**src/pkg/ppirq_pkg.sv**
```systemverilog
// Package: constants, types and register layout of the parallel port and interrupt block
package ppirq_pkg;

   // ----------------------------------------------------------------
   // Register offsets in the port's I/O window
   // ----------------------------------------------------------------
   localparam logic [1:0] PPIRQ_OFS_DATA = 2'h0;    // Data out (write) / data in (read)
   localparam logic [1:0] PPIRQ_OFS_STATUS = 2'h1;  // Port status, read only
   localparam logic [1:0] PPIRQ_OFS_CONTROL = 2'h2; // Port control
   localparam logic [1:0] PPIRQ_OFS_MODECFG = 2'h3; // Mode configuration

   // ----------------------------------------------------------------
   // Values after reset
   // ----------------------------------------------------------------
   localparam logic [7:0] PPIRQ_DOUT_RST = 8'h00;    // Data output register
   localparam logic [7:0] PPIRQ_PINDATA_RST = 8'hFF; // Data pins idle high
   localparam logic [5:0] PPIRQ_CONTROL_RST = 6'h00; // Low six control bits
   localparam logic [1:0] PPIRQ_CONTROL_TOP = 2'h3;  // Bits 7:6 always read one
   localparam logic [7:0] PPIRQ_DIN_RST = 8'hFF;     // Latched input byte

   // ----------------------------------------------------------------
   // Field positions
   // ----------------------------------------------------------------
   localparam int PPIRQ_CTL_DIR = 5;     // Data direction input
   localparam int PPIRQ_CTL_IRQEN = 4;   // Port interrupt enable
   localparam int PPIRQ_CTL_SELIN = 3;   // Select-in asserted when set
   localparam int PPIRQ_CTL_INIT = 2;    // Init pin level
   localparam int PPIRQ_CTL_AUTOFD = 1;  // Auto-feed asserted when set
   localparam int PPIRQ_CTL_STROBE = 0;  // Strobe asserted when set
   localparam int PPIRQ_CFG_ECPINT = 4;  // ECP error interrupt flag
   localparam int PPIRQ_CFG_SPACE = 3;   // EPP address space select
   localparam int PPIRQ_CFG_EPP = 2;     // EPP mode enable
   localparam int PPIRQ_CFG_ECPREV = 1;  // ECP reverse direction
   localparam int PPIRQ_CFG_ECP = 0;     // ECP mode enable
   localparam int PPIRQ_SUM_PORT = 7;    // Summary bit of the parallel port
   localparam int PPIRQ_UARTS = 2;       // UART channels merged

   // ----------------------------------------------------------------
   // Buffer shape
   // ----------------------------------------------------------------
   localparam int PPIRQ_FIFO_DEPTH = 16; // Reverse bytes buffered
   localparam int PPIRQ_FIFO_WIDTH = 9;  // Command flag plus byte

   // ----------------------------------------------------------------
   // Types
   // ----------------------------------------------------------------
   typedef enum logic [1:0] {
      PPIRQ_MODE_SPP = 2'b00,
      PPIRQ_MODE_EPP = 2'b01,
      PPIRQ_MODE_ECP = 2'b11
   } ppirq_mode_t;

   typedef enum logic [1:0] {
      PPIRQ_HS_IDLE = 2'b00,
      PPIRQ_HS_STROBE = 2'b01,
      PPIRQ_HS_RELEASE = 2'b11,
      PPIRQ_HS_END = 2'b10
   } ppirq_hs_t;

   typedef struct packed {
      logic busy;
      logic ack;
      logic paper_end;
      logic select;
      logic error;
   } ppirq_status_t;

   typedef struct packed {
      logic [3:0] src;     // Raw pending sources of the channel
      logic [3:0] enable;  // Channel interrupt enable register
      logic out_gate;      // Output gate bit of modem control
   } ppirq_uart_t;

   typedef struct packed {
      logic command;
      logic [7:0] data;
   } ppirq_word_t;

endpackage

```
**src/hw/ppirq_sync.sv**
```systemverilog
// Three-stage pin synchroniser that passes a change once stages two and three agree
`timescale 1ns/100ps
`default_nettype none
module ppirq_sync #(
   parameter int W = 13,
   parameter logic [12:0] RST_VAL = 13'h1FFF
) (
   input wire logic clk,
   input wire logic rst,
   input wire logic [W-1:0] raw,
   output var logic [W-1:0] stable
);
   // ----------------------------------------------------------------
   // One chain per bit
   // ----------------------------------------------------------------
   genvar i;
   generate
      for (i = 0; i < W; i++) begin : g_bit
         logic s1_q; // First stage, read only by the second
         logic s2_q;
         logic s3_q;
         // Shift and accept agreed level
         always_ff @(posedge clk) begin
            if (rst) begin
               s1_q <= RST_VAL[i];
               s2_q <= RST_VAL[i];
               s3_q <= RST_VAL[i];
               stable[i] <= RST_VAL[i];
            end else begin
               s1_q <= raw[i];
               s2_q <= s1_q;
               s3_q <= s2_q;
               if (s2_q == s3_q) begin
                  stable[i] <= s3_q;
               end
            end
         end
      end
   endgenerate
endmodule
`default_nettype wire

```
**src/hw/ppirq_fifo.sv**
```systemverilog
// Synchronous valid/ready FIFO with parameter width and depth
`timescale 1ns/100ps
`default_nettype none
module ppirq_fifo #(
   parameter int WIDTH = 9,
   parameter int DEPTH = 16
) (
   input wire logic clk,
   input wire logic rst,
   input wire logic in_valid,
   output logic in_ready,
   input wire logic [WIDTH-1:0] in_data,
   output logic out_valid,
   input wire logic out_ready,
   output logic [WIDTH-1:0] out_data
);
   localparam int AW = $clog2(DEPTH);

   logic [WIDTH-1:0] mem [DEPTH]; // Storage
   logic [AW:0] wr_q;             // Write pointer with wrap bit
   logic [AW:0] rd_q;             // Read pointer with wrap bit
   wire push = in_valid & in_ready;
   wire pop = out_valid & out_ready;

   // Honest full and empty from the pointers
   assign out_valid = (wr_q != rd_q);
   assign in_ready = ~((wr_q[AW] != rd_q[AW]) && (wr_q[AW-1:0] == rd_q[AW-1:0]));
   assign out_data = mem[rd_q[AW-1:0]];

   // Pointer update
   always_ff @(posedge clk) begin
      if (rst) begin
         wr_q <= '0;
         rd_q <= '0;
      end else begin
         if (push) begin
            wr_q <= wr_q + 1'b1;
         end
         if (pop) begin
            rd_q <= rd_q + 1'b1;
         end
      end
   end

   // Storage write
   always_ff @(posedge clk) begin
      if (push) begin
         mem[wr_q[AW-1:0]] <= in_data;
      end
   end
endmodule
`default_nettype wire

```
**src/hw/ppirq_top.sv**
```systemverilog
// Parallel port sequencer in SPP, EPP and ECP modes with merged interrupt output
`timescale 1ns/100ps
`default_nettype none
module ppirq_top
   import ppirq_pkg::*;
(
   input wire logic clk,
   input wire logic rst,
   input wire logic [1:0] reg_addr,
   input wire logic reg_wr,
   input wire logic reg_rd,
   input wire logic [7:0] reg_wdata,
   output logic [7:0] reg_rdata,
   input wire ppirq_uart_t [PPIRQ_UARTS-1:0] uart_irq,
   output logic irq_req,
   output logic [7:0] irq_summary,
   input wire logic [7:0] pp_data_in,
   output logic [7:0] pp_data_out,
   output logic pp_data_oe,
   input wire ppirq_status_t pp_status_in,
   output logic pp_strobe,
   output logic pp_autofd,
   output logic pp_init,
   output logic pp_selin
);

   // ----------------------------------------------------------------
   // Pin synchronisers
   // ----------------------------------------------------------------
   logic [12:0] pins_s;     // Synchronised status and data pins
   ppirq_status_t stat_s;   // Status pins in core clock
   logic [7:0] din_s;       // Data pins in core clock

   ppirq_sync #(.W(13), .RST_VAL(13'h1FFF)) u_sync (
      .clk(clk),
      .rst(rst),
      .raw({pp_status_in, pp_data_in}),
      .stable(pins_s)
   );
   assign stat_s = ppirq_status_t'(pins_s[12:8]);
   assign din_s = pins_s[7:0];

   // ----------------------------------------------------------------
   // State
   // ----------------------------------------------------------------
   ppirq_mode_t mode_q;        // Port mode
   ppirq_mode_t mode_d;        // Mode from a configuration write
   ppirq_hs_t hs_q;            // Handshake state
   ppirq_hs_t hs_d;
   logic [5:0] ctl_q;          // Control register low bits
   logic space_q;              // EPP address space select
   logic ecp_rev_q;            // ECP reverse direction
   logic [7:0] dout_q;         // Data output register
   logic [7:0] pin_data_q;     // Level driven on data pins
   logic [7:0] epp_in_q;       // Byte latched by an EPP read
   logic spp_flag_n_q;         // Inverted ack interrupt flag
   logic ecp_flag_q;           // ECP error interrupt flag
   logic ack_prev_q;           // Ack level one cycle back
   logic err_prev_q;           // Error level one cycle back
   logic hs_rev_q;             // Running handshake is ECP reverse
   logic [7:0] rdata_q;        // Read answer
   logic [7:0] summary_q;      // Source summary
   logic irq_q;                // Shared request
   logic strobe_q, autofd_q, init_q, selin_q, oe_q;

   // ----------------------------------------------------------------
   // Register decode
   // ----------------------------------------------------------------
   wire wr_data = reg_wr & (reg_addr == PPIRQ_OFS_DATA);
   wire wr_ctl = reg_wr & (reg_addr == PPIRQ_OFS_CONTROL);
   wire wr_cfg = reg_wr & (reg_addr == PPIRQ_OFS_MODECFG);
   wire rd_data = reg_rd & (reg_addr == PPIRQ_OFS_DATA);
   wire rd_status = reg_rd & (reg_addr == PPIRQ_OFS_STATUS);
   wire rd_cfg = reg_rd & (reg_addr == PPIRQ_OFS_MODECFG);
   wire is_spp = (mode_q == PPIRQ_MODE_SPP);
   wire is_epp = (mode_q == PPIRQ_MODE_EPP);
   wire is_ecp = (mode_q == PPIRQ_MODE_ECP);
   wire hs_idle = (hs_q == PPIRQ_HS_IDLE);
   wire hs_strobe = (hs_q == PPIRQ_HS_STROBE);

   // ECP priority when both mode bits are written
   assign mode_d = reg_wdata[PPIRQ_CFG_ECP] ? PPIRQ_MODE_ECP :
                   reg_wdata[PPIRQ_CFG_EPP] ? PPIRQ_MODE_EPP : PPIRQ_MODE_SPP;

   // ----------------------------------------------------------------
   // Reverse buffer
   // ----------------------------------------------------------------
   logic fifo_in_ready;
   logic fifo_out_valid;
   ppirq_word_t fifo_in;
   ppirq_word_t fifo_out;
   logic [PPIRQ_FIFO_WIDTH-1:0] fifo_out_bits;

   // Peripheral clock low with a free slot captures a byte
   wire start_rev = hs_idle & is_ecp & ecp_rev_q & ~stat_s.ack & fifo_in_ready;
   wire fifo_push = start_rev;
   wire fifo_pop = rd_data & is_ecp;
   assign fifo_in.command = ~stat_s.busy;   // Busy low marks a command byte
   assign fifo_in.data = din_s;
   assign fifo_out = ppirq_word_t'(fifo_out_bits);

   ppirq_fifo #(.WIDTH(PPIRQ_FIFO_WIDTH), .DEPTH(PPIRQ_FIFO_DEPTH)) u_fifo (
      .clk(clk),
      .rst(rst),
      .in_valid(fifo_push),
      .in_ready(fifo_in_ready),
      .in_data(fifo_in),
      .out_valid(fifo_out_valid),
      .out_ready(fifo_pop),
      .out_data(fifo_out_bits)
   );

   // ----------------------------------------------------------------
   // Handshake sequencer
   // ----------------------------------------------------------------
   // Data write starts an EPP cycle or an ECP forward transfer
   wire start_fwd = wr_data & hs_idle & (is_epp | (is_ecp & ~ecp_rev_q));
   wire epp_read = is_epp & ctl_q[PPIRQ_CTL_DIR];
   wire epp_latch = hs_strobe & epp_read & stat_s.busy;

   // Next handshake state
   always_comb begin
      hs_d = hs_q;
      case (hs_q)
         PPIRQ_HS_IDLE: begin
            if (start_fwd || start_rev) begin
               hs_d = PPIRQ_HS_STROBE;
            end
         end
         PPIRQ_HS_STROBE: begin
            if (hs_rev_q) begin
               // Wait for peripheral clock to return high
               if (stat_s.ack) begin
                  hs_d = PPIRQ_HS_END;
               end
            end else if (stat_s.busy) begin
               // Peripheral acknowledged the strobe
               hs_d = PPIRQ_HS_RELEASE;
            end
         end
         PPIRQ_HS_RELEASE: begin
            if (!stat_s.busy) begin
               hs_d = PPIRQ_HS_END;
            end
         end
         PPIRQ_HS_END: begin
            hs_d = PPIRQ_HS_IDLE;
         end
         default: begin
            hs_d = PPIRQ_HS_IDLE;
         end
      endcase
   end

   // Handshake state register, a mode write aborts a transfer
   always_ff @(posedge clk) begin
      if (rst || wr_cfg) begin
         hs_q <= PPIRQ_HS_IDLE;
         hs_rev_q <= 1'b0;
      end else begin
         hs_q <= hs_d;
         if (hs_idle) begin
            hs_rev_q <= start_rev;
         end
      end
   end

   // ----------------------------------------------------------------
   // Software registers
   // ----------------------------------------------------------------
   // Control, mode and data output
   always_ff @(posedge clk) begin
      if (rst) begin
         ctl_q <= PPIRQ_CONTROL_RST;
         mode_q <= PPIRQ_MODE_SPP;
         space_q <= 1'b0;
         ecp_rev_q <= 1'b0;
         dout_q <= PPIRQ_DOUT_RST;
         pin_data_q <= PPIRQ_PINDATA_RST;
      end else begin
         if (wr_ctl) begin
            ctl_q <= reg_wdata[5:0];
         end
         if (wr_cfg) begin
            mode_q <= mode_d;
            space_q <= reg_wdata[PPIRQ_CFG_SPACE];
            ecp_rev_q <= reg_wdata[PPIRQ_CFG_ECPREV];
         end
         if (wr_data) begin
            dout_q <= reg_wdata;
            pin_data_q <= reg_wdata;
         end
      end
   end

   // Byte captured during an EPP read cycle
   always_ff @(posedge clk) begin
      if (rst) begin
         epp_in_q <= PPIRQ_DIN_RST;
      end else if (epp_latch) begin
         epp_in_q <= din_s;
      end
   end

   // ----------------------------------------------------------------
   // Interrupt flags, event wins over the read that clears
   // ----------------------------------------------------------------
   wire ack_rise = stat_s.ack & ~ack_prev_q & ~is_ecp;
   wire err_fall = ~stat_s.error & err_prev_q & is_ecp;

   // Flags update whatever the enables, for polled use
   always_ff @(posedge clk) begin
      if (rst) begin
         ack_prev_q <= 1'b1;
         err_prev_q <= 1'b1;
         spp_flag_n_q <= 1'b1;
         ecp_flag_q <= 1'b0;
      end else begin
         ack_prev_q <= stat_s.ack;
         err_prev_q <= stat_s.error;
         if (ack_rise) begin
            spp_flag_n_q <= 1'b0;
         end else if (rd_status) begin
            spp_flag_n_q <= 1'b1;
         end
         if (err_fall) begin
            ecp_flag_q <= 1'b1;
         end else if (rd_cfg) begin
            ecp_flag_q <= 1'b0;
         end
      end
   end

   // ----------------------------------------------------------------
   // Interrupt merge
   // ----------------------------------------------------------------
   logic [PPIRQ_UARTS-1:0] uart_pend; // Gated request per channel
   genvar c;
   generate
      for (c = 0; c < PPIRQ_UARTS; c++) begin : g_uart
         assign uart_pend[c] = (|(uart_irq[c].src & uart_irq[c].enable))
                               & uart_irq[c].out_gate;
      end
   endgenerate

   // Pending shown through the mode's own flag
   wire port_pend = is_ecp ? ecp_flag_q : ~spp_flag_n_q;
   wire port_req = port_pend & ctl_q[PPIRQ_CTL_IRQEN];
   wire [7:0] summary_d = {port_req, 5'h00, uart_pend};

   // Summary and level request
   always_ff @(posedge clk) begin
      if (rst) begin
         summary_q <= 8'h00;
         irq_q <= 1'b0;
      end else begin
         summary_q <= summary_d;
         irq_q <= |summary_d;
      end
   end

   // ----------------------------------------------------------------
   // Read answers
   // ----------------------------------------------------------------
   wire fwd_idle_n = ~(~hs_idle & ~hs_rev_q & is_ecp);
   wire epp_idle_n = ~(~hs_idle & is_epp);
   wire in_full_n = ~fifo_out_valid;
   wire cmd_n = ~(fifo_out_valid & fifo_out.command);
   wire [2:0] st_low = is_ecp ? {cmd_n, in_full_n, fwd_idle_n} :
                       is_epp ? {spp_flag_n_q, 1'b1, epp_idle_n} : {spp_flag_n_q, 2'b11};
   wire [7:0] status_rd = {~stat_s.busy, stat_s.ack, stat_s.paper_end,
                           stat_s.select, stat_s.error, st_low};
   wire [7:0] data_rd = is_spp ? din_s : (is_epp ? epp_in_q : fifo_out.data);
   wire [7:0] cfg_rd = is_ecp ? {3'h0, ecp_flag_q, 2'h0, ecp_rev_q, 1'b1} :
                       is_epp ? {4'h0, space_q, 1'b1, 2'h0} : 8'h00;
   wire [7:0] rd_mux = (reg_addr == PPIRQ_OFS_DATA) ? data_rd :
                       (reg_addr == PPIRQ_OFS_STATUS) ? status_rd :
                       (reg_addr == PPIRQ_OFS_CONTROL) ? {PPIRQ_CONTROL_TOP, ctl_q} : cfg_rd;

   // Answer held until the next read
   always_ff @(posedge clk) begin
      if (rst) begin
         rdata_q <= 8'h00;
      end else if (reg_rd) begin
         rdata_q <= rd_mux;
      end
   end

   // ----------------------------------------------------------------
   // Pin drive
   // ----------------------------------------------------------------
   wire hs_write = ~hs_idle & ((is_epp & ~epp_read) | (is_ecp & ~hs_rev_q & hs_strobe));
   wire epp_dstb = hs_strobe & is_epp & ~space_q;
   wire epp_astb = hs_strobe & is_epp & space_q;
   wire ecp_rev_mode = is_ecp & ecp_rev_q;
   wire strobe_d = ~(ctl_q[PPIRQ_CTL_STROBE] | hs_write);
   wire autofd_d = ecp_rev_mode ? (hs_strobe & hs_rev_q) :
                   ~(ctl_q[PPIRQ_CTL_AUTOFD] | epp_dstb);
   wire selin_d = ~(ctl_q[PPIRQ_CTL_SELIN] | epp_astb);

   // Output flops, controls idle high and init low
   always_ff @(posedge clk) begin
      if (rst) begin
         strobe_q <= 1'b1;
         autofd_q <= 1'b1;
         selin_q <= 1'b1;
         init_q <= 1'b0;
         oe_q <= 1'b1;
      end else begin
         strobe_q <= strobe_d;
         autofd_q <= autofd_d;
         selin_q <= selin_d;
         init_q <= ctl_q[PPIRQ_CTL_INIT];
         oe_q <= ~ctl_q[PPIRQ_CTL_DIR];
      end
   end

   assign reg_rdata = rdata_q;
   assign irq_req = irq_q;
   assign irq_summary = summary_q;
   assign pp_data_out = pin_data_q;
   assign pp_data_oe = oe_q;
   assign pp_strobe = strobe_q;
   assign pp_autofd = autofd_q;
   assign pp_init = init_q;
   assign pp_selin = selin_q;
endmodule
`default_nettype wire

```
**config.mk**
```make
export PLATFORM = sky130hd
export DESIGN_NAME = ppirq_top
export DESIGN_NICKNAME = d
export VERILOG_FILES = /design/src/pkg/ppirq_pkg.sv /design/src/hw/ppirq_sync.sv /design/src/hw/ppirq_fifo.sv /design/src/hw/ppirq_top.sv
export SDC_FILE = /design/constraint.sdc
export NUM_CORES = 1
export LEC_CHECK = 0
export BUFFER_PORTS_ARGS = -buffer_cell sky130_fd_sc_hd__buf_2
export CORE_MARGIN = 2
export CORE_UTILIZATION = 60
export CTS_BUF_LIST = sky130_fd_sc_hd__clkbuf_16
export DETAILED_ROUTE_END_ITERATION = 10
export PLACE_DENSITY_LB_ADDON = 0.05
export SKIP_LAST_GASP = 1
export SYNTH_ARGS = -nofsm -noshare
export SYNTH_HDL_FRONTEND = slang
export SYNTH_SLANG_ARGS = --single-unit
```
**constraint.sdc**
```tcl
create_clock -name clk -period 3.4 [get_ports clk]
set_input_delay 0.17 -clock clk [delete_from_list [all_inputs] [get_ports clk]]
set_output_delay 0.17 -clock clk [all_outputs]
set_load 0.02 [all_outputs]
```
==> out/results.ini, run 1 <==
[run_status]
status=finished clean

[grt]
overflow=0
antenna_found_initial=0
grt_max_degree=43
grt_usage_pct=24.98
first_global_vias=6147
grt_pass1_wl_um=34200

[die]
ios=75
fp.dieArea_um2=17890
fp.dieH_um=133.8
fp.dieW_um=133.8
coreArea_um2=16520
rows=47
initial_core_util_pct=61.13

[finish]
syn2layout_area_growth_pct=17.33
diodes=0
fin_cells=1068
final_util_pct=71.73
layout-drive-gt1-share_pct=26.30
final_nets=878

[worst_setup_path]
cp.required_ps=3550
end_kind=flop
crit_path_start_kind=flop
critPathKind=flop to flop
cp_max_fo=9
critPathArrivalTime_ps=2810

[yosys]
yosysWarnings=0
yosysSeqAreaShare_pct=65.79
yosysUniqueCellTypes=54
syn-instance-count=728
async_reset_ff_share_pct=0
yosysTopAreaCell=edfxtp_1
syn_area_per_cell_um2=13.88
syn-cell-area_um2=10100
synth_seq_cells=260
synthTopCellsByCount=edfxtp_1 (144), dfxtp_1 (116), nand2_1 (49), nor2_1 (45), or2_2 (44)
post-synth-top-count-cell=edfxtp_1
synth_top_area_share_pct=42.80
synth-edff-count=144
synth_area_leaders=edfxtp_1 (43%), dfxtp_1 (23%), mux4_2 (7.4%)
synthFlopType=edfxtp_1

[clocking]
cts.sinks=260
postCtsSetupBuffers=0
cts_tree=yes
htreeDepth=1
root_buffer=clkbuf_16
cts_hold_buf=24
cts_buffers=26
cts_resized=0
clock_path_buffers=3
path_clk_slew_ps=60
clkLatencyLatePin_ps=530

[detailed_routing]
drtPass1Iterations=5
drt_wl_total_um=21730
viasPerCell=5.832
ant_nets=0
remaining_drc_errors=0
via_count=6229
wire_per_inst_um=20.35
drtIter0Drc=611

[pwr]
p_leak_nw=4.363
ir_worst_vdd_v=0.0004467
total_power_mw=6.712
power_density_nw_per_um2=566.3

[sta]
min_period_ps=2652
finalHoldViolCount=0
max_freq_mhz=377.1
setup_violations=0
tns_ps=0
finalCritPeriodShare_pct=78.00
relSlewSlack_pct=36.35
rsz0062_at_grt=no
maxSlewViolCount=0
skew_ps=15.93
tightest_slew_ps=951.2

[placed_design]
io_buffers=69
dp.cells=996
routabilityCongestion=0.8760
place.detailed.hpwl_um=14290

[worst_hold_path]
hp-class=input port to flop

[job]
maxCapViolCount=0

path summary, 6_finish.rpt:
path                                        start                               to  slack, ps  cells past startpoint
hold reg to reg   u_sync.g_bit[5].s1_q$_SDFF_PP1_  u_sync.g_bit[5].s2_q$_SDFF_PP1_        410                      1
setup / recovery             hs_q[1]$_SDFFE_PP0P_       u_fifo.mem[8][3]$_DFFE_PP_        750                      5
setup reg to reg             hs_q[1]$_SDFFE_PP0P_       u_fifo.mem[8][3]$_DFFE_PP_        750                      5
hold / removal                             reg_wr            ctl_q[4]$_SDFFE_PP0P_         10                      3
metal layers:
metal	vias to the layer above	share of wire [%]	track usage, %
met1	3089	45	37.16
met2	218	47	38.92
met3	29	5.9	4.338
met5	-	0	0
li1	2893	-	-
met4	0	1.7	6.206
layout by cell type, fill, tap and decap left out, types with 6 or more instances in the layout:
| cell | instances |
|---|---|
| nand2b_1 | 7 |
| a211oi_1 | 7 |
| buf_4 | 21 |
| a211o_1 | 9 |
| inv_1 | 10 |
| clkbuf_16 | 27 |
| mux4_2 | 33 |
| edfxtp_1 | 144 |
| dfxtp_1 | 115 |
| nor3_1 | 10 |
| mux2_2 | 8 |
| or2_2 | 44 |
| mux2i_1 | 16 |
| bufinv_16 | 7 |
| nand3b_1 | 9 |
| buf_2 | 69 |
| a31oi_1 | 6 |
| nor2b_1 | 19 |
| nor2_1 | 45 |
| dlygate4sd3_1 | 24 |
| xnor2_1 | 9 |
| o21bai_1 | 14 |
| nand3_1 | 14 |
| a21oi_1 | 35 |
| nand2_1 | 49 |
| o21ai_0 | 15 |
cells by family after synthesis:
family	after synthesis	share of synthesized area, %
buffers and inverters	56	2.799
adders and majority gates	5	0.6193
DFF	260	65.79
muxes	61	10.87
xor gates and xnor gates	13	1.127
and+or+nand+nor	214	10.87
other	1	0.03712
AOI/OAI and AO/OA	118	7.877
flip-flops by register name, indices dropped and copies added, names as in the netlist, 2 cells and up, named ones only:
| name | count |
|---|---|
| u_sync.g_bit.s2_q | 13 |
| reg_rdata | 8 |
| pp_data_out | 8 |
| u_sync.stable | 13 |
| u_sync.g_bit.s3_q | 13 |
| u_fifo.wr_q | 5 |
| mode_q | 2 |
| hs_q | 2 |
| u_fifo.mem | 144 |
| u_fifo.rd_q | 5 |
| ctl_q | 6 |
| irq_summary | 3 |
| u_sync.g_bit.s1_q | 13 |
| epp_in_q | 8 |
worst max-delay path, cell delays in order, from the launching register on:
cell and delay [ps]:
dfxtp_1 340, or2_2 350, nor3b_2 300, a21boi_2 420, nand2_1 200, nor2_1 670
where the power goes:
group | leakage [nW] | internal [mW] | switching, mW
sequential | 2.44 | 3.32 | 0.0226
combinational | 1.46 | 0.0956 | 0.123
clock | 0.464 | 1.97 | 1.17
total | 4.36 | 5.39 | 1.32
area by class of cell:
type | count | area, µm²
multi-input cells | 416 | 3188
flip-flops and latches | 260 | 6648
repair buffers | 114 | 743.2
inverters | 10 | 37.54
well taps | 220 | 275.3
clock buffers | 27 | 675.6
clock inverters | 21 | 285.3
fillers | 1125 | 4672
stage by stage:
stage / hold slack (ps) / area (µm²) / worst slack [ps]
after floorplan: 264.0 / 10120 / 997.0
after global routing: 22.12 / 11850 / 605.5
after CTS: 1.258 / 11850 / 764.2
after detailed placement: 354.9 / 10650 / 787.4
final: 9.734 / 11850 / 747.8
after global placement: 354.9 / 10650 / 901.0
Note: power is estimated with default switching activity, not from simulation.
==> inputs of run 2 (changes only) <==
--- a/config.mk
+++ b/config.mk
@@ -5,6 +5,7 @@
 export SDC_FILE = /design/constraint.sdc
 export NUM_CORES = 1
 export LEC_CHECK = 0
+export ABC_AREA = 1
 export BUFFER_PORTS_ARGS = -buffer_cell sky130_fd_sc_hd__buf_2
 export CORE_MARGIN = 2
 export CORE_UTILIZATION = 60
==> constraint.sdc (replaced) <==
create_clock -name clk -period 2.5 [get_ports clk]
set_input_delay 0.125 -clock clk [delete_from_list [all_inputs] [get_ports clk]]
set_output_delay 0.125 -clock clk [all_outputs]
set_load 0.02 [all_outputs]
==> run 2 against run 1 <==
Against the previous run:
- sequential share of layout area fell by 0.87 points
- routed wire length increased by 10%
- global-route usage rose by 1.7 points
- register-to-register slack got worse by 250 ps
- total power grew 29%
- worst setup slack lost 250 ps
- first-iteration DRC count grew 30%
- final area up 1.6%
- synthesized cell count increased by 40%
- critical path type unchanged
- critical endpoint is now u_fifo.mem[6][6]$_DFFE_PP_
- highest routed layer unchanged
==> out/results.ini, run 2 <==
[yosys]
syn_area_per_cell_um2=10.08  ; -27%
synthTopCellsByCount=nand2_1 (173), nor2_1 (146), edfxtp_1 (144), dfxtp_1 (116), o21ai_0 (104)
post-synth-top-count-cell=nand2_1
synth_seq_cells=260  ; unchanged
syn-cell-area_um2=10250  ; +1.4%
yosysWarnings=0  ; unchanged
yosysUniqueCellTypes=41  ; -24%
syn-instance-count=1017  ; +40%
synth-edff-count=144  ; unchanged
yosysTopAreaCell=edfxtp_1
yosysSeqAreaShare_pct=64.85  ; -0.94 points
synth_area_leaders=edfxtp_1 (42%), dfxtp_1 (23%), nand2_1 (6.3%)
synthFlopType=edfxtp_1
synth_top_area_share_pct=42.19  ; -0.61 points
async_reset_ff_share_pct=0  ; unchanged

[worst_setup_path]
cp_max_fo=7  ; -2
crit_path_start_kind=flop
r2r_cells=9  ; +4
cp.required_ps=2730  ; -820 ps
critPathKind=flop to flop
end_kind=flop
critPathArrivalTime_ps=2230  ; -580 ps

[clocking]
cts_hold_buf=26  ; +8.3%
clock_path_buffers=3  ; unchanged
cts_buffers=27  ; +3.8%
cts_resized=0  ; unchanged
htreeDepth=1  ; unchanged
postCtsSetupBuffers=0  ; unchanged
cts_tree=yes
root_buffer=clkbuf_16
clkLatencyLatePin_ps=520  ; about the same
cts.sinks=260  ; unchanged
path_clk_slew_ps=60  ; about the same

[sta]
relSlewSlack_pct=55.48  ; +19 points
max_freq_mhz=498.6  ; +32%
worst_slack_ps=494.2  ; -253.6 ps
finalHoldViolCount=0  ; unchanged
rsz0062_at_grt=no
skew_ps=11.80  ; -4.128 ps
finalCritPeriodShare_pct=80.23  ; +2.2 points
min_period_ps=2006  ; -646.4 ps
setup_violations=0  ; unchanged
tns_ps=0  ; unchanged
maxSlewViolCount=0  ; unchanged
tightest_slew_ps=665.4  ; -285.8 ps

[grt]
grt_max_degree=74  ; +72%
first_global_vias=7175  ; +17%
antenna_found_initial=0  ; unchanged
overflow=0  ; unchanged
grt_pass1_wl_um=37830  ; +11%
grt_usage_pct=26.73  ; +1.7 points

[die]
rows=47  ; unchanged
initial_core_util_pct=61.58  ; +0.45 points
coreArea_um2=16640  ; +0.71%
ios=75  ; unchanged
fp.dieArea_um2=18140  ; +1.4%
fp.dieW_um=134.7  ; +0.70%
fp.dieH_um=134.7  ; +0.70%

[finish]
layout-drive-gt1-share_pct=17.82  ; -8.5 points
final_common_cell=nand2_1
final_area_um2=12040  ; +1.6%
final_cell_mix=nand2_1 (173), nor2_1 (146), edfxtp_1 (144)
n_fill_cell=1195  ; +6.2%
syn2layout_area_growth_pct=17.47
diodes=0  ; unchanged
fin_cells=1376  ; +29%
largest_reg_flops=144  ; unchanged
multi_input_area_um2=3118  ; -2.2%
final_nets=1186  ; +35%
ff_latch_area_um2=6648  ; unchanged

[pwr]
p_leak_nw=4.971  ; +14%
power_density_nw_per_um2=719.6  ; +27%
ir_worst_vdd_v=0.0007163  ; +60%

[detailed_routing]
drtIter0Drc=793  ; +30%
drtPass1Iterations=5  ; unchanged
drt_wl_total_um=23940  ; +10%
ant_nets=0  ; unchanged
via_count=7582  ; +22%
viasPerCell=5.510  ; -5.5%
wire_per_inst_um=17.40  ; -15%
remaining_drc_errors=0  ; unchanged

[placed_design]
postPlaceCellArea_um2=10940  ; +2.7%
dp.cells=1301  ; +31%
routabilityCongestion=0.8990  ; +2.6%
place.detailed.hpwl_um=15120  ; +5.8%
pre_cts_ws_ps=518.3  ; -269.1 ps
io_buffers=69  ; unchanged

[job]
maxCapViolCount=0  ; unchanged

[run_status]
status=finished clean

[worst_hold_path]
hp-class=input port to flop
min_path_cells=4  ; +1

==> run 2: cell types whose count changed after synthesis, sizes merged, moves of 19 or more <==
cell / before / now
nand2: 49 / 176
nor2: 45 / 151
o21ai: 15 / 105
nand3: 14 / 75
inv: 10 / 64
mux4: 37 / 0
nor2b: 19 / 0
==> run 2: metrics by stage <==
stage | util [%] | hold WS, ps | power [mW]
floorplan | - | 228.8 | 4.810
global placement | 65.72 | 307.5 | 4.906
detailed placement | 65.72 | 309.0 | 4.910
CTS | 72.34 | 0.9056 | 8.695
global route | 72.34 | 44.06 | 8.907
finish | 72.34 | 19.01 | 8.663
==> run 2: cell families (layout without fill, tap and decap cells) <==
| group | count (synthesis) | in the layout | share of synthesized area, % |
|---|---|---|---|
| AOI/OAI and AO/OA | 180 | 180 | 9.486 |
| DFF | 260 | 260 | 64.85 |
| adders and majority gates | 5 | 5 | 0.6104 |
| xor gates and xnor gates | 8 | 8 | 0.6837 |
| and+or+nand+nor | 452 | 452 | 19.46 |
| buffers and inverters | 111 | 246 | 4.871 |
| other | 1 | 5 | 0.03659 |
==> run 2: where the power goes <==
group | switching [mW] | total (mW) | internal [mW]
Sequential | 0.0258 | 4.55 | 4.52
Combinational | 0.179 | 0.309 | 0.130
Clock | 1.59 | 3.81 | 2.22
Total | 1.79 | 8.66 | 6.87
==> run 2: final timing paths <==
path	start	end	slack [ps]
setup reg to reg	mode_q[0]$_SDFFE_PP0P_	u_fifo.mem[6][6]$_DFFE_PP_	490
setup / recovery	mode_q[0]$_SDFFE_PP0P_	u_fifo.mem[6][6]$_DFFE_PP_	490
hold reg to reg	u_sync.g_bit[2].s1_q$_SDFF_PP1_	u_sync.g_bit[2].s2_q$_SDFF_PP1_	400
hold / removal	reg_addr[0]	reg_rdata[6]$_SDFFE_PP0P_	20
==> run 2: final cells by class <==
type | instances | share of cell area [%]
clock buffer | 28 | 5.820
tap | 220 | 2.286
inverter | 65 | 2.068
multi-input combinational | 650 | 25.90
sequential | 260 | 55.22
clock inverter | 21 | 1.164
timing repair buffer | 132 | 7.545
==> run 2: routing by layer <==
layer / share of wire, % / vias to the layer above / track usage (%)
met5: 0 / - / 0
met4: 2.8 / 0 / 8.947
met3: 8.1 / 48 / 3.866
met2: 47 / 367 / 42.92
met1: 42 / 3495 / 37.80
li1: - / 3672 / -
==> run 2: worst max-delay path, stage by stage, from the launching register on <==
cell     delay [ps]
dfxtp_1         430
nand2_2         130
nor2_4          130
inv_2            60
nor3_4          150
nand2_4         110
inv_6            90
nand2_1         110
nor2_1          280
buf_4           220
==> inputs of run 3 (changes only) <==
==> constraint.sdc (replaced) <==
create_clock -name clk -period 2 [get_ports clk]
set_input_delay 0.1 -clock clk [delete_from_list [all_inputs] [get_ports clk]]
set_output_delay 0.1 -clock clk [all_outputs]
set_load 0.02 [all_outputs]
==> run 3 against run 2 <==
Against the previous run:
- fmax grew 7.9%
- critical path depth decreased by 1
- register-to-register slack worse by 350 ps
- count of clock-buffer cells in the layout shrank 3
- first-iteration DRC count is 28% lower
- combinational power up 25%
- flip-flop and latch count unchanged
- core utilization hardly changed
- global-route usage fell by 0.78 points
- sequential power rose by 25%
- critical path type unchanged
==> out/results.ini, run 3 (synthesis results as in run 2) <==
[run_status]
status=finished clean

[finish]
final_common_cell=nand2_1
largest_reg_flops=144  ; unchanged
layout-drive-gt1-share_pct=17.81  ; about the same
syn2layout_area_growth_pct=17.42  ; about the same
final_util_pct=72.31  ; about the same
multi_input_area_um2=3118  ; unchanged
ff_latch_area_um2=6649  ; about the same
final_nets=1193  ; +0.59%
final_cell_mix=nand2_1 (173), nor2_1 (146), edfxtp_1 (144)
diodes=0  ; unchanged
n_fill_cell=1248  ; +4.4%

[pwr]
switching_share_pct=20.63  ; -0.074 points
seqPwrFrac_pct=54.9  ; +2.4 points
p_sw_mw=2.136  ; +19%
clockPowerShare_pct=41.4  ; -2.5 points
internal_power_mw=8.216  ; +20%
p_leak_nw=4.968  ; about the same
power_density_nw_per_um2=860.2  ; +20%
ir_worst_vdd_v=0.0008547  ; +19%
pwr-share-comb_pct=3.7  ; about the same

[grt]
first_global_vias=7004  ; -2.4%
overflow=0  ; unchanged
grt_pass1_wl_um=36280  ; -4.1%
antenna_found_initial=0  ; unchanged
grt_max_degree=51  ; -31%
grt_usage_pct=25.95  ; -0.78 points

[die]
fp.dieArea_um2=18140  ; unchanged
ios=75  ; unchanged
initial_core_util_pct=61.58  ; unchanged
fp.dieW_um=134.7  ; unchanged
fp.dieH_um=134.7  ; unchanged
coreArea_um2=16640  ; unchanged
rows=47  ; unchanged

[detailed_routing]
drt_wl_total_um=23220  ; -3.0%
via_count=7372  ; -2.8%
remaining_drc_errors=0  ; unchanged
wire_per_inst_um=16.80  ; -3.4%
drtIter0Drc=568  ; -28%
ant_nets=0  ; unchanged
viasPerCell=5.334  ; -3.2%
drtPass1Iterations=5  ; unchanged

[worst_setup_path]
cp_max_fo=9  ; +2
cp.required_ps=2230  ; -500 ps
end_kind=flop
r2r_slack_ps=140  ; -350 ps
crit_path_start_kind=flop
critPathKind=flop to flop
critPathArrivalTime_ps=2090  ; -140 ps
rr_endpoint=u_fifo.mem[0][7]$_DFFE_PP_
r2r_cells=8  ; -1
r2r-start=hs_q[1]$_SDFFE_PP0P_

[clocking]
cts.sinks=260  ; unchanged
htreeDepth=1  ; unchanged
cts_tree=yes
root_buffer=clkbuf_16
clock_path_buffers=3  ; unchanged
cts_buffers=25  ; -7.4%
clkLatencyLatePin_ps=520  ; about the same
path_clk_slew_ps=60  ; about the same

[sta]
relSlewSlack_pct=58.52  ; +3.0 points
min_period_ps=1859  ; -146.7 ps
max_freq_mhz=537.9  ; +7.9%
skew_ps=14.33  ; +2.521 ps
rsz0062_at_grt=no
finalCritPeriodShare_pct=92.95  ; +13 points
tns_ps=0  ; unchanged
maxSlewViolCount=0  ; unchanged
finalHoldViolCount=0  ; unchanged
tightest_slew_ps=620.0  ; -45.44 ps
setup_violations=0  ; unchanged

[worst_hold_path]
hp-class=input port to flop
hp-start=rst
min_path_cells=3  ; -1
min_delay_worst_endpoint=u_sync.stable[0]$_SDFFE_PP1N_

[placed_design]
routabilityCongestion=1.004  ; +12%
io_buffers=69  ; unchanged
place.detailed.hpwl_um=15500  ; +2.5%

[job]
maxCapViolCount=0  ; unchanged

run 3: changes by cell type in the layout (fill, tap and decap cells not counted), sizes merged:
cell,before,now
bufinv,2,1
dlygate4sd3,26,28
clkinvlp,0,1
buf,106,113
clkbuf,28,25
run 3: worst max-delay path by stage:
stage	startpoint	end	slack [ps]	depth (start not counted)
floorplan	mode_q[0]$_SDFFE_PP0P_	u_fifo.mem[11][0]$_DFFE_PP_	140	8
global placement	mode_q[0]$_SDFFE_PP0P_	u_fifo.mem[0][6]$_DFFE_PP_	200	9
detailed placement	mode_q[0]$_SDFFE_PP0P_	u_fifo.mem[0][8]$_DFFE_PP_	130	9
CTS	mode_q[0]$_SDFFE_PP0P_	u_fifo.mem[0][5]$_DFFE_PP_	120	9
global route	hs_q[1]$_SDFFE_PP0P_	u_fifo.mem[3][2]$_DFFE_PP_	20	8
finish	hs_q[1]$_SDFFE_PP0P_	u_fifo.mem[0][7]$_DFFE_PP_	140	8
run 3: area by class of cell:
| class | count | share of cell area, % |
|---|---|---|
| clock buffer | 25 | 5.199 |
| multi-input combinational | 650 | 25.91 |
| clock inverter | 21 | 1.029 |
| inverter | 65 | 2.069 |
| sequential | 260 | 55.25 |
| tap | 220 | 2.287 |
| timing repair buffer | 141 | 8.255 |
run 3: per-stage QoR:
stage / area (µm²) / std cells / setup WS, ps / power [mW] / hold WS (ps)
after floorplan: 10260 / 1021 / 142.3 / 6.012 / 203.8
after global placement: 11000 / 1308 / 197.8 / 6.131 / 282.3
after detailed placement: 11000 / 1308 / 125.4 / 6.135 / 286.0
after CTS: 12030 / 1382 / 118.3 / 10.40 / 32.62
after global routing: 12030 / 1382 / 17.96 / 10.67 / 88.58
final: 12030 / 1382 / 140.9 / 10.35 / 42.33
run 3: what timing repair did:
item | in CTS | in global routing
buffers inserted | 0 | 0
endpoints found under the setup margin | 0 | 45
hold buffers | 28 | 0
gates resized for setup | 0 | 1
hold endpoints to repair | 37 | 0
run 3: routing by layer:
metal / up-vias / routed length, µm / global-route usage [%]
li1: 3679 / - / -
met1: 3348 / 10290 / 36.36
met2: 281 / 10600 / 41.23
met3: 64 / 1604 / 4.204
met4: 0 / 728 / 9.766
met5: - / 0 / 0
run 3: worst max-delay path: stages, from the launching register on:
cell,delay [ps]
dfxtp_1,330
nor2_2,180
inv_1,130
nor3_4,210
nand2_4,110
inv_6,110
nand2_1,150
nor2_1,160
buf_4,200
run 3: power by group through the flow:
stage	Combinational (mW)	Sequential, mW	Clock (mW)
floorplan	0.186	5.83	0
global placement	0.335	5.80	0
detailed placement	0.337	5.80	0
CTS	0.382	5.68	4.34
global route	0.426	5.69	4.55
finish	0.385	5.68	4.28
